===== config.mk =====
export PLATFORM = sky130hd
export DESIGN_NAME = svm_monitor
export DESIGN_NICKNAME = d
export VERILOG_FILES = /design/src/verilog/svm_pkg.sv /design/src/verilog/svm_monitor.sv
export SDC_FILE = /design/constraint.sdc
export NUM_CORES = 1
export LEC_CHECK = 0
export BUFFER_PORTS_ARGS = -buffer_cell sky130_fd_sc_hd__buf_2
export CAP_MARGIN = 0
export CORE_MARGIN = 10
export CORE_UTILIZATION = 40
export DETAILED_ROUTE_END_ITERATION = 6
export PLACE_DENSITY = 0.56
export SYNTH_ARGS = -nofsm -noshare
export SYNTH_HDL_FRONTEND = slang
export SYNTH_SLANG_ARGS = --single-unit

===== constraint.sdc =====
create_clock -name clk -period 5.5 [get_ports clk]
set_input_delay 1.1 -clock clk [delete_from_list [all_inputs] [get_ports clk]]
set_output_delay 1.1 -clock clk [all_outputs]
set_load 0.01 [all_outputs]

===== src/verilog/svm_pkg.sv =====
// Constants, register map and carrier types of the supply voltage monitor
package svm_pkg;
  localparam int CLK_PERIOD_NS  = 25;
  // Deglitch least time, rounded up to whole cycles
  localparam int DEG_TIME_NS    = 8000;
  localparam int DEG_CYCLES     = (DEG_TIME_NS + CLK_PERIOD_NS - 1) / CLK_PERIOD_NS;
  // Short-to-ground times, nominal values
  localparam int IO_STG_TIME_NS   = 4000000;
  localparam int RAIL_STG_TIME_NS = 3000000;
  localparam int IO_STG_CYCLES    = IO_STG_TIME_NS / CLK_PERIOD_NS;
  localparam int RAIL_STG_CYCLES  = RAIL_STG_TIME_NS / CLK_PERIOD_NS;
  localparam int DEG_W  = 9;
  localparam int STG_W  = 18;
  localparam int NRAIL  = 5;
  localparam int NCH    = 6;
  localparam int NEVT   = 23;
  // Register byte offsets
  localparam logic [7:0] OFS_STATUS = 8'h00;
  localparam logic [7:0] OFS_CLEAR  = 8'h04;
  localparam logic [7:0] OFS_IRQEN  = 8'h08;
  localparam logic [7:0] OFS_CTRL   = 8'h0C;
  localparam logic [7:0] OFS_STATE  = 8'h10;
  // Event bit positions in status, clear and enable
  localparam int EV_IO_UV     = 0;
  localparam int EV_IO_OV     = 1;
  localparam int EV_IO_STG    = 2;
  localparam int EV_BAT_UV    = 3;
  localparam int EV_RAIL_UV   = 4;
  localparam int EV_RAIL_OV   = 9;
  localparam int EV_RAIL_STG  = 14;
  localparam int EV_REF_WARN  = 19;
  localparam int EV_REF_FAULT = 21;
  // Control bits: 0 main step-down, 1 post step-down, 2 post step-up, 3/4 external rails
  localparam int CTRL_EXT1 = 3;
  localparam int CTRL_EXT2 = 4;
  localparam logic [NEVT-1:0]  IRQEN_RESET = 23'h180000;
  localparam logic [NRAIL-1:0] CTRL_RESET  = 5'h00;

  typedef struct packed {
    logic             ioUv;
    logic             ioOv;
    logic             batUv;
    logic [NRAIL-1:0] railUv;
    logic [NRAIL-1:0] railOv;
    logic [1:0]       railDuv;
    logic [1:0]       refWarn;
    logic [1:0]       refFault;
  } svm_cmp_t;
endpackage


===== src/verilog/svm_monitor.sv =====
// Supply voltage monitor: comparator qualification, events, reset output, APB registers
//
// The register addresses and the APB register port were decided locally.
`timescale 1ns/1ps
module svm_monitor
  import svm_pkg::*;
#(
  parameter int IO_STG_CYC   = IO_STG_CYCLES,
  parameter int RAIL_STG_CYC = RAIL_STG_CYCLES
)
(
  // Clock and reset
  input  wire logic             clk,
  input  wire logic             reset_n,
  // APB slave
  input  wire logic             psel,
  input  wire logic             penable,
  input  wire logic             pwrite,
  input  wire logic [7:0]       paddr,
  input  wire logic [31:0]      pwdata,
  output logic      [31:0]      prdata,
  output logic                  pready,
  output logic                  pslverr,
  // Comparator outputs, asynchronous
  input  wire svm_cmp_t         cmpIn,
  // Supply control
  output logic      [NRAIL-1:0] railEnable,
  output logic                  reset_out_n,
  output logic                  hardReset,
  output logic                  faultState,
  output logic                  irq
);
  localparam logic [DEG_W-1:0] DEG_LIM = DEG_W'(DEG_CYCLES);

  svm_cmp_t         cmpMeta;
  svm_cmp_t         cmpSync;
  logic [NCH-1:0]   uvIn;
  logic [NCH-1:0]   ovIn;
  logic [NCH-1:0]   duvIn;
  logic [NCH-1:0]   uvEvt;
  logic [NCH-1:0]   ovEvt;
  logic [NCH-1:0]   stgEvt;
  logic [NCH-1:0]   uvQual;
  logic [NCH-1:0]   ovQual;
  logic [NEVT-1:0]  evt;
  logic [NEVT-1:0]  status;
  logic [NEVT-1:0]  next_status;
  logic [NEVT-1:0]  irqEn;
  logic [NEVT-1:0]  next_irqEn;
  logic [NRAIL-1:0] ctrl;
  logic [NRAIL-1:0] next_ctrl;
  logic             next_faultState;
  logic             next_resetOutN;
  logic             next_hardReset;
  logic [31:0]      next_prdata;
  logic             rdHit;
  logic             wrAcc;

  // Two-flop synchroniser for every comparator
  always_ff @(posedge clk or negedge reset_n)
  begin
    if (!reset_n)
    begin
      cmpMeta <= '0;
      cmpSync <= '0;
    end
    else
    begin
      cmpMeta <= cmpIn;
      cmpSync <= cmpMeta;
    end
  end

  // Channel 0 is the io supply, channels 1 to 5 follow the control bits
  assign uvIn  = {cmpSync.railUv & ctrl, cmpSync.ioUv};
  assign ovIn  = {cmpSync.railOv & ctrl, cmpSync.ioOv};
  assign duvIn = {3'b000, cmpSync.railDuv & ctrl[1:0], 1'b0};

  genvar g;
  generate
    for (g = 0; g < NCH; g++)
    begin : g_ch
      localparam logic [STG_W-1:0] STG_LIM = (g == 0) ? STG_W'(IO_STG_CYC)
                                                      : STG_W'(RAIL_STG_CYC);
      logic [DEG_W-1:0] uvDeg;
      logic [DEG_W-1:0] ovDeg;
      logic [DEG_W-1:0] duvDeg;
      logic [STG_W-1:0] stgCnt;
      logic [DEG_W-1:0] next_uvDeg;
      logic [DEG_W-1:0] next_ovDeg;
      logic [DEG_W-1:0] next_duvDeg;
      logic [STG_W-1:0] next_stgCnt;

      // Saturating timers that restart whenever the condition clears
      always_comb
      begin
        next_uvDeg  = !uvIn[g] ? '0 : (uvDeg == DEG_LIM) ? uvDeg : uvDeg + 1'b1;
        next_ovDeg  = !ovIn[g] ? '0 : (ovDeg == DEG_LIM) ? ovDeg : ovDeg + 1'b1;
        next_duvDeg = !duvIn[g] ? '0 : (duvDeg == DEG_LIM) ? duvDeg : duvDeg + 1'b1;
        next_stgCnt = !uvIn[g] ? '0 : (stgCnt == STG_LIM) ? stgCnt : stgCnt + 1'b1;
      end

      always_ff @(posedge clk or negedge reset_n)
      begin
        if (!reset_n)
        begin
          uvDeg  <= '0;
          ovDeg  <= '0;
          duvDeg <= '0;
          stgCnt <= '0;
        end
        else
        begin
          uvDeg  <= next_uvDeg;
          ovDeg  <= next_ovDeg;
          duvDeg <= next_duvDeg;
          stgCnt <= next_stgCnt;
        end
      end

      assign uvEvt[g]  = uvIn[g] && (uvDeg == DEG_LIM - 1'b1);
      assign ovEvt[g]  = ovIn[g] && (ovDeg == DEG_LIM - 1'b1);
      assign uvQual[g] = (uvDeg == DEG_LIM);
      assign ovQual[g] = (ovDeg == DEG_LIM);
      assign stgEvt[g] = (uvIn[g] && (stgCnt == STG_LIM - 1'b1))
                       || (duvIn[g] && (duvDeg == DEG_LIM - 1'b1));
    end
  endgenerate

  // Event vector
  always_comb
  begin
    evt = '0;
    evt[EV_IO_UV]                = uvEvt[0] | stgEvt[0];
    evt[EV_IO_OV]                = ovEvt[0];
    evt[EV_IO_STG]               = stgEvt[0];
    evt[EV_BAT_UV]               = cmpSync.batUv;
    evt[EV_RAIL_UV +: NRAIL]     = uvEvt[NCH-1:1];
    evt[EV_RAIL_OV +: NRAIL]     = ovEvt[NCH-1:1];
    evt[EV_RAIL_STG +: NRAIL]    = stgEvt[NCH-1:1];
    evt[EV_REF_WARN +: 2]        = cmpSync.refWarn;
    evt[EV_REF_FAULT +: 2]       = cmpSync.refFault;
  end

  assign rdHit = (paddr == OFS_STATUS) || (paddr == OFS_CLEAR) || (paddr == OFS_IRQEN)
              || (paddr == OFS_CTRL) || (paddr == OFS_STATE);
  assign wrAcc = psel && penable && pwrite && rdHit;

  // Registers, protection and reset output
  always_comb
  begin
    next_status = status;
    if (wrAcc && paddr == OFS_CLEAR)
    begin
      next_status = status & ~pwdata[NEVT-1:0];
    end
    next_status = next_status | evt;
    next_irqEn = irqEn;
    if (wrAcc && paddr == OFS_IRQEN)
    begin
      next_irqEn = pwdata[NEVT-1:0];
    end
    next_ctrl = ctrl;
    if (wrAcc && paddr == OFS_CTRL && !faultState)
    begin
      next_ctrl = pwdata[NRAIL-1:0];
    end
    if (ovEvt[CTRL_EXT1 + 1] || stgEvt[CTRL_EXT1 + 1])
    begin
      next_ctrl[CTRL_EXT1] = 1'b0;
    end
    if (ovEvt[CTRL_EXT2 + 1] || stgEvt[CTRL_EXT2 + 1])
    begin
      next_ctrl[CTRL_EXT2] = 1'b0;
    end
    next_faultState = faultState | (|cmpSync.refFault);
    if (next_faultState)
    begin
      next_ctrl = '0;
    end
    next_hardReset = stgEvt[0];
    next_resetOutN = !(uvQual[0] || ovQual[0] || stgEvt[0]);
    next_prdata = prdata;
    if (psel && !penable)
    begin
      case (paddr)
        OFS_STATUS: next_prdata = 32'(status);
        OFS_IRQEN:  next_prdata = 32'(irqEn);
        OFS_CTRL:   next_prdata = 32'(ctrl);
        OFS_STATE:  next_prdata = 32'({ovQual, uvQual, faultState, reset_out_n});
        default:    next_prdata = 32'h00000000;
      endcase
    end
  end

  always_ff @(posedge clk or negedge reset_n)
  begin
    if (!reset_n)
    begin
      status      <= '0;
      irqEn       <= IRQEN_RESET;
      ctrl        <= CTRL_RESET;
      faultState  <= 1'b0;
      hardReset   <= 1'b0;
      reset_out_n <= 1'b0;
      prdata      <= 32'h00000000;
    end
    else
    begin
      status      <= next_status;
      irqEn       <= next_irqEn;
      ctrl        <= next_ctrl;
      faultState  <= next_faultState;
      hardReset   <= next_hardReset;
      reset_out_n <= next_resetOutN;
      prdata      <= next_prdata;
    end
  end

  assign pready     = 1'b1;
  assign pslverr    = psel && penable && !rdHit;
  assign railEnable = ctrl;
  assign irq        = |(status & irqEn);

  property p_ioResetLow;
    @(posedge clk) disable iff (!reset_n)
    (uvQual[0] || ovQual[0]) |=> !reset_out_n;
  endproperty
  a_ioResetLow: assert property (p_ioResetLow) else $error("reset output not low");

  property p_ioResetHigh;
    @(posedge clk) disable iff (!reset_n)
    (!uvIn[0] && !ovIn[0]) [*2] |=> reset_out_n;
  endproperty
  a_ioResetHigh: assert property (p_ioResetHigh) else $error("reset output not released");

  property p_ioStgTime;
    @(posedge clk) disable iff (!reset_n)
    stgEvt[0] |-> g_ch[0].stgCnt == STG_W'(IO_STG_CYC - 1) || !uvIn[0];
  endproperty
  a_ioStgTime: assert property (p_ioStgTime) else $error("io short event early");

  property p_ioStgEffect;
    @(posedge clk) disable iff (!reset_n)
    stgEvt[0] |=> hardReset && status[EV_IO_UV] && status[EV_IO_STG];
  endproperty
  a_ioStgEffect: assert property (p_ioStgEffect) else $error("io short not acted on");

  property p_batFlag;
    @(posedge clk) disable iff (!reset_n)
    cmpSync.batUv |=> status[EV_BAT_UV];
  endproperty
  a_batFlag: assert property (p_batFlag) else $error("battery flag missing");

  property p_deglitch;
    @(posedge clk) disable iff (!reset_n)
    $rose(uvIn[1]) |-> !uvEvt[1] [*8];
  endproperty
  a_deglitch: assert property (p_deglitch) else $error("glitch taken as event");

  property p_railStg;
    @(posedge clk) disable iff (!reset_n)
    (uvIn[2] && g_ch[2].stgCnt == STG_W'(RAIL_STG_CYC - 1)) |=> status[EV_RAIL_STG + 1];
  endproperty
  a_railStg: assert property (p_railStg) else $error("rail short flag missing");

  property p_deepUv;
    @(posedge clk) disable iff (!reset_n)
    (duvIn[1] && g_ch[1].duvDeg == DEG_LIM - 1'b1) |=> status[EV_RAIL_STG];
  endproperty
  a_deepUv: assert property (p_deepUv) else $error("deep undervoltage missed");

  property p_monGate;
    @(posedge clk) disable iff (!reset_n)
    !ctrl[0] |-> !uvIn[1] && !ovIn[1] && !uvEvt[1];
  endproperty
  a_monGate: assert property (p_monGate) else $error("disabled rail monitored");

  property p_extGate;
    @(posedge clk) disable iff (!reset_n)
    !railEnable[CTRL_EXT1] |=> g_ch[CTRL_EXT1 + 1].uvDeg == '0;
  endproperty
  a_extGate: assert property (p_extGate) else $error("external rail monitored while off");

  property p_extShut;
    @(posedge clk) disable iff (!reset_n)
    (ovEvt[CTRL_EXT2 + 1] || stgEvt[CTRL_EXT2 + 1]) |=> !railEnable[CTRL_EXT2];
  endproperty
  a_extShut: assert property (p_extShut) else $error("external rail not shut down");

  property p_warnIrq;
    @(posedge clk) disable iff (!reset_n)
    (cmpSync.refWarn[0] && irqEn[EV_REF_WARN]) |=> irq;
  endproperty
  a_warnIrq: assert property (p_warnIrq) else $error("warning without interrupt");

  property p_fault;
    @(posedge clk) disable iff (!reset_n)
    |cmpSync.refFault |=> faultState && railEnable == '0 ##1 faultState;
  endproperty
  a_fault: assert property (p_fault) else $error("fault state not entered");

  property p_timerRestart;
    @(posedge clk) disable iff (!reset_n)
    !ovIn[3] |=> g_ch[3].ovDeg == '0;
  endproperty
  a_timerRestart: assert property (p_timerRestart) else $error("timer not restarted");

  property p_convUv;
    @(posedge clk) disable iff (!reset_n)
    (uvIn[1] && g_ch[1].uvDeg == DEG_LIM - 1'b1) |=> status[EV_RAIL_UV];
  endproperty
  a_convUv: assert property (p_convUv) else $error("converter undervoltage flag missing");

  property p_extOv;
    @(posedge clk) disable iff (!reset_n)
    (ovIn[CTRL_EXT1 + 1] && g_ch[CTRL_EXT1 + 1].ovDeg == DEG_LIM - 1'b1)
      |=> status[EV_RAIL_OV + CTRL_EXT1];
  endproperty
  a_extOv: assert property (p_extOv) else $error("external overvoltage flag missing");

  property p_extStg;
    @(posedge clk) disable iff (!reset_n)
    (uvIn[CTRL_EXT2 + 1] && g_ch[CTRL_EXT2 + 1].stgCnt == STG_W'(RAIL_STG_CYC - 1))
      |=> status[EV_RAIL_STG + CTRL_EXT2];
  endproperty
  a_extStg: assert property (p_extStg) else $error("external short flag missing");

  property p_hardPulse;
    @(posedge clk) disable iff (!reset_n)
    hardReset |=> !hardReset;
  endproperty
  a_hardPulse: assert property (p_hardPulse) else $error("hard reset longer than a pulse");

  property p_setWins;
    @(posedge clk) disable iff (!reset_n)
    (wrAcc && paddr == OFS_CLEAR && evt[EV_BAT_UV]) |=> status[EV_BAT_UV];
  endproperty
  a_setWins: assert property (p_setWins) else $error("clear beat a battery event");

  property p_ctrlLocked;
    @(posedge clk) disable iff (!reset_n)
    faultState |=> railEnable == '0;
  endproperty
  a_ctrlLocked: assert property (p_ctrlLocked) else $error("rail enabled in fault state");

  property p_faultSticky;
    @(posedge clk) disable iff (!reset_n)
    faultState |=> faultState;
  endproperty
  a_faultSticky: assert property (p_faultSticky) else $error("fault state left");

  property p_warnLevel;
    @(posedge clk) disable iff (!reset_n)
    (status[EV_REF_WARN] && irqEn[EV_REF_WARN]) |-> irq;
  endproperty
  a_warnLevel: assert property (p_warnLevel) else $error("warning flag without interrupt");

  c_ioStg:   cover property (@(posedge clk) disable iff (!reset_n) stgEvt[0]);
  c_extShut: cover property (@(posedge clk) disable iff (!reset_n) ovEvt[4] ##1 !railEnable[3]);
  c_fault:   cover property (@(posedge clk) disable iff (!reset_n) $rose(faultState));
  c_irq:     cover property (@(posedge clk) disable iff (!reset_n) $rose(irq));
  c_deepUv:  cover property (@(posedge clk) disable iff (!reset_n) stgEvt[2]);
endmodule


* Yosys cells after proc, flatten, opt, wreduce, memory -nomap -nowiden
Index checks and enable logic that the tools add are counted.
** Storage, ports and cells
- Bits in registers :: 358
- Output and inout bits :: 43
- Logic and storage cells :: 233
** Cells by class
- Add/sub/neg operators :: 20
- Eq/ne operators :: 64
- Multiplexer cells :: 46
- Bitwise logic cells :: 9
- Reduce and logical (&&, ||, !) cells :: 49
** Operators with widths (count)
- == test 9 bit, second input constant :: 28
- 2-to-1 mux 9 bit :: 28
- 2-to-1 mux 18 bit :: 12
- == test 18 x 17 -> 1 bit, second input constant :: 10
- adder 9 x 1 -> 9 bit, second input constant :: 14
- adder 18 x 1 -> 18 bit, second input constant :: 6
- case mux 23 bit (4 select lines) :: 1
- bitwise AND 23 bit :: 2
- != test 2 bit, second input constant :: 20
- == test 18 bit, second input constant :: 2
- logical AND 1 bit :: 29
- 2-to-1 mux 23 bit :: 1
- NOT 23 bit :: 1
- OR 23 bit :: 1
- OR reduction 23 bit :: 1
- == test 8 x 4 -> 1 bit, second input constant :: 2
- bitwise AND 5 bit :: 2
- logical OR 1 bit :: 10
- 2-to-1 mux 5 bit :: 2
- == test 8 x 3 -> 1 bit, second input constant :: 1
- == test 8 x 5 -> 1 bit, second input constant :: 1
- zero test 8 bit :: 1
- nonzero test 3 bit :: 2
- zero test 1 bit :: 4
- other kinds (5) :: 7

* Longest topological paths before layout
- Depth after elaboration :: 11
- Mapped depth :: 7
- Mapped depth without buffers :: 6

* Least setup slack after synthesis
OpenSTA, ideal clock, no wires.
- Path kind :: in2out
- Start point :: in paddr[3]
- End point :: out pslverr
- Arrival :: 2.374 ns
- Data required time :: 4.400 ns
- Setup slack :: 2.026 ns
- Cell stages on the path :: 5
- Buffers on the path :: 3
- Path through :: buf_2 -> buf_2 -> clkbuf_1 -> o21ai_0 -> a21oi_1
** Between the ends
- Longest elaborated chain between the ends :: 7
- Elaborated cells between the ends (all ways) :: 11
- Classes of those cells :: eq/ne: 4; reduce/logical: 7
** RTL lines
- from (decl) :: RTL line svm_monitor.sv:19 : input wire logic [7:0] paddr,
- == test 8 x 3 -> 1 bit or zero test 8 bit (tied branches) :: RTL line svm_monitor.sv:145 : assign rdHit = (paddr == OFS_STATUS) || (paddr == OFS_CLEAR) || (paddr == OFS_IRQEN)
- logical OR 1 bit (2 in a row) :: RTL line svm_monitor.sv:145
- logical OR 1 bit :: RTL line svm_monitor.sv:146 : || (paddr == OFS_CTRL) || (paddr == OFS_STATE);
- logical OR 1 bit * :: RTL line svm_monitor.sv:146
- zero test 1 bit * :: RTL line svm_monitor.sv:221 : assign pslverr = psel && penable && !rdHit;
- logical AND 1 bit * :: RTL line svm_monitor.sv:221
- to (decl) :: RTL line svm_monitor.sv:23 : output logic pslverr,
Every way passes the cells marked *; elsewhere a longest branch is shown, timed or not.

* Worst setup path after layout
Same ends and word-level chain as after synthesis.

==> results.json <==
{
  "power-per-cell-area_mw_per_mm2": 281.1,
  "drt_pass1_iterations": 5,
  "detail-route-antenna-nets": 0,
  "num_ports": 107,
  "first_global_vias": 12180,
  "crit_start_category": "primary input",
  "die_area_mm2": 0.05083,
  "drive_above_1_share_pct": 12.22,
  "cts_setup_buffers": 0,
  "drtIter0Drc": 728,
  "clk-insertion-delay-late_ns": 0.55,
  "dpl_cell_area_mm2": 0.01788,
  "tritoncts": "built",
  "worst_setup_hold_path_clk_slew_ns": 0.06,
  "via_count": 12220,
  "finalWorstPathRequiredPeriod_ns": 3.529,
  "postSynth.asyncResetShare_pct": 100.0,
  "critical_path.max_fanout": 27,
  "synth_edf_count": 0,
  "layout_common_cells": "sky130_fd_sc_hd__dfrtp_1, sky130_fd_sc_hd__nor2_1, sky130_fd_sc_hd__nand3_1, sky130_fd_sc_hd__nand2_1, sky130_fd_sc_hd__buf_2",
  "power_uw": 5399,
  "yosys.cell_types.count": 66,
  "hpwlAfterDp_um": 27060,
  "num-nets-final": 1831,
  "max_cap_viol_count": 0,
  "starting_utilization_of_the_core_area_pct": 40.35,
  "yosysWarningCount": 0,
  "netSwitchingFraction_pct": 21.91,
  "postSynthCellCount": 1635,
  "fp.coreArea_mm2": 0.04185,
  "clk_buf_depth": 3,
  "antenna_found_initial": 9,
  "place.gp.congestion": 0.8220,
  "outcome": "finished, final reports clean",
  "detail_route.vias_per_cell": 5.309,
  "grt_pass1_wl_um": 65080,
  "smallest_hold_slack_ns": 0.3361,
  "critical_path_required_ns": 4.40,
  "relSlewSlack_pct": 24.52,
  "max_slew.worst_pin.slew_ns": 1.124,
  "hp-class": "register to register",
  "finalHoldViolCount": 0,
  "rsz_0062_raised_after_global_routing": "false",
  "post_synthesis_average_cell_area_um2": 10.33,
  "synth_top_area_share_pct": 51.42,
  "seq_power_share_pct": 48.4,
  "netlist.top_cell.by_area": "sky130_fd_sc_hd__dfrtp_1",
  "die-height_um": 225.5,
  "final.setup.tns_ns": 0,
  "max_freq_ghz": 0.2834,
  "die_x_um": 225.5,
  "io_buffer_count": 87,
  "pin_count_of_the_biggest_net_entering_global_routing": 110,
  "power.clock.fraction_pct": 49.0,
  "post_cts_resized": 0,
  "route.detailed.wl_per_inst_um": 17.00,
  "postSynth.topFlopCell": "sky130_fd_sc_hd__dfrtp_1",
  "intPower_uw": 4216,
  "cts.htree.levels": 2,
  "fin_skew_ns": 0.01415,
  "netlist_area_mm2": 0.01689,
  "core.rowCount": 75,
  "p_r_area_growth_vs_syn_pct": 13.75,
  "number_of_slew_limit_violations_in_the_final_report": 0,
  "leakage_uw": 0.008101,
  "synth_seq_area_share_pct": 51.73,
  "finalSetupViolations": 0,
  "post_synth_main_area_contributors": "sky130_fd_sc_hd__dfrtp_1, sky130_fd_sc_hd__xor2_1, sky130_fd_sc_hd__nor2_1",
  "p_comb_share_pct": 2.7,
  "overflow": 0,
  "number_of_clock_sinks": 349,
  "power_switching_uw": 1183,
  "arrival_ns": 2.43,
  "hold_buffers": 0,
  "timing.setup.critical_path_class": "primary input to output port",
  "cts_made_buffers": 41,
  "cts-root-buf": "sky130_fd_sc_hd__clkbuf_16",
  "routed_wl_um": 39130,
  "worst_setup_path_end_kind": "output port",
  "fillcell_total": 3961,
  "overall_track_demand_over_capacity_in_global_routing_pct": 15.74,
  "drt_drc_violations_left": 0,
  "area_of_all_placed_cells_without_fillers_mm2": 0.01921,
  "layout.cells.most_common": "sky130_fd_sc_hd__dfrtp_1",
  "final.period_utilization_pct": 64.16,
  "total_of_flip_flops_plus_latches_after_synthesis": 349,
  "vdd.ir_drop.worst_mv": 0.2533
}
## power by group through the flow
| stage | Combinational [uW] | Sequential [uW] | Clock, uW |
|---|---|---|---|
| after floorplan | 55.0 | 2650 | 0 |
| after global placement | 149 | 2660 | 0 |
| after detailed placement | 150 | 2660 | 0 |
| after CTS | 150 | 2610 | 2730 |
| after global routing | 166 | 2610 | 2860 |
| final | 144 | 2610 | 2640 |
## worst paths after layout
path	from	endpoint	slack, ns	cells after the start
setup / recovery	paddr[3]	pslverr	1.97	4
hold / removal	cmpMeta[2]	cmpSync[2]	0.34	0
setup reg to reg	g_ch[4].ovDeg[5]	prdata[12]	3.47	4
hold reg to reg	cmpMeta[2]	cmpSync[2]	0.34	0
max in group asynchronous	reset_n	g_ch[0].stgCnt[4]	3.71	2
min in group asynchronous	reset_n	g_ch[5].stgCnt[15]	0.54	1
## routing by layer
layer | GRT usage (%) | part of all wire (%) | wire length [um]
met1 | 21.81 | 48 | 18770
met5 | 0 | 0.20 | 80
met4 | 3.246 | 1.3 | 502
met2 | 24.33 | 45 | 17570
met3 | 4.086 | 5.6 | 2209
## cell usage after synthesis, types with 4 or more instances
| library cell | n |
|---|---|
| sky130_fd_sc_hd__clkbuf_1 | 37 |
| sky130_fd_sc_hd__mux2_2 | 23 |
| sky130_fd_sc_hd__nand3_1 | 119 |
| sky130_fd_sc_hd__xnor2_1 | 73 |
| sky130_fd_sc_hd__nor4b_1 | 19 |
| sky130_fd_sc_hd__ha_1 | 40 |
| sky130_fd_sc_hd__mux2i_1 | 39 |
| sky130_fd_sc_hd__nand3b_1 | 10 |
| sky130_fd_sc_hd__nand2b_1 | 21 |
| sky130_fd_sc_hd__o21ai_0 | 28 |
| sky130_fd_sc_hd__nor3_1 | 43 |
| sky130_fd_sc_hd__o2bb2ai_1 | 9 |
| sky130_fd_sc_hd__inv_1 | 56 |
| sky130_fd_sc_hd__nand4_1 | 38 |
| sky130_fd_sc_hd__a21o_1 | 11 |
| sky130_fd_sc_hd__a22oi_1 | 8 |
| sky130_fd_sc_hd__a21oi_1 | 51 |
| sky130_fd_sc_hd__xor2_1 | 84 |
| sky130_fd_sc_hd__a31o_2 | 5 |
| sky130_fd_sc_hd__o21ai_2 | 9 |
| sky130_fd_sc_hd__nand4b_1 | 6 |
| sky130_fd_sc_hd__o211ai_1 | 4 |
| sky130_fd_sc_hd__o31ai_1 | 6 |
| sky130_fd_sc_hd__buf_4 | 10 |
| sky130_fd_sc_hd__and2_1 | 15 |
| sky130_fd_sc_hd__dfrtp_1 | 347 |
| sky130_fd_sc_hd__nor2b_1 | 5 |
| sky130_fd_sc_hd__a22o_1 | 15 |
| sky130_fd_sc_hd__buf_2 | 6 |
| sky130_fd_sc_hd__nor4_1 | 35 |
| sky130_fd_sc_hd__nor2_1 | 180 |
| sky130_fd_sc_hd__nand2_1 | 116 |
| sky130_fd_sc_hd__or3_1 | 18 |
| sky130_fd_sc_hd__or4b_2 | 8 |
| sky130_fd_sc_hd__nor4bb_1 | 13 |
| sky130_fd_sc_hd__or4_1 | 11 |
| sky130_fd_sc_hd__and4_1 | 18 |
| sky130_fd_sc_hd__and3_1 | 37 |
| sky130_fd_sc_hd__a31oi_1 | 5 |
| sky130_fd_sc_hd__o22ai_1 | 9 |
## registers in the layout (all words and copies together), names as in the netlist
signal,flops
cmpMeta,19
cmpSync,19
faultState,1
g_ch.duvDeg,18
g_ch.ovDeg,54
g_ch.stgCnt,108
g_ch.uvDeg,54
hardReset,1
irqEn,23
prdata,23
railEnable,5
reset_out_n,1
status,23
## kinds of logic after synthesis
kind of cell               after synthesis  share of synthesized area, %
other                                    2                       0.04447
adders and majority gates               40                         2.964
DFF                                    349                         51.73
AOI/OAI and AO/OA                      181                         7.187
xor gates and xnor gates               157                         8.143
muxes                                   62                         3.846
buffers and inverters                  114                         2.890
and+or+nand+nor                        730                         23.19
## metrics by stage
stage	cells	utilization (%)	setup slack, ns
floorplan	1643	-	2.026
global placement	2223	42.73	1.832
detailed placement	2223	42.73	1.809
CTS	2299	45.88	2.016
global route	2301	45.89	1.926
finish	2302	45.90	1.971
## worst max-delay path, stage by stage
cell and delay [ns]:
sky130_fd_sc_hd__buf_2 0.60, sky130_fd_sc_hd__o21ai_0 0.20, sky130_fd_sc_hd__a21oi_1 0.32, sky130_fd_sc_hd__buf_2 0.20
## layout make-up
cell class	count	area [um2]	area share [%]
clock inverters	11	90.09	0.4690
repair buffers	99	560.5	2.918
flip-flops and latches	349	8736	45.48
clock buffers	65	1229	6.397
inverters	56	210.2	1.094
diodes	3	7.507	0.03908
well taps	539	674.4	3.511
multi-input cells	1180	7701	40.09
(Power assumes the default switching activity.)
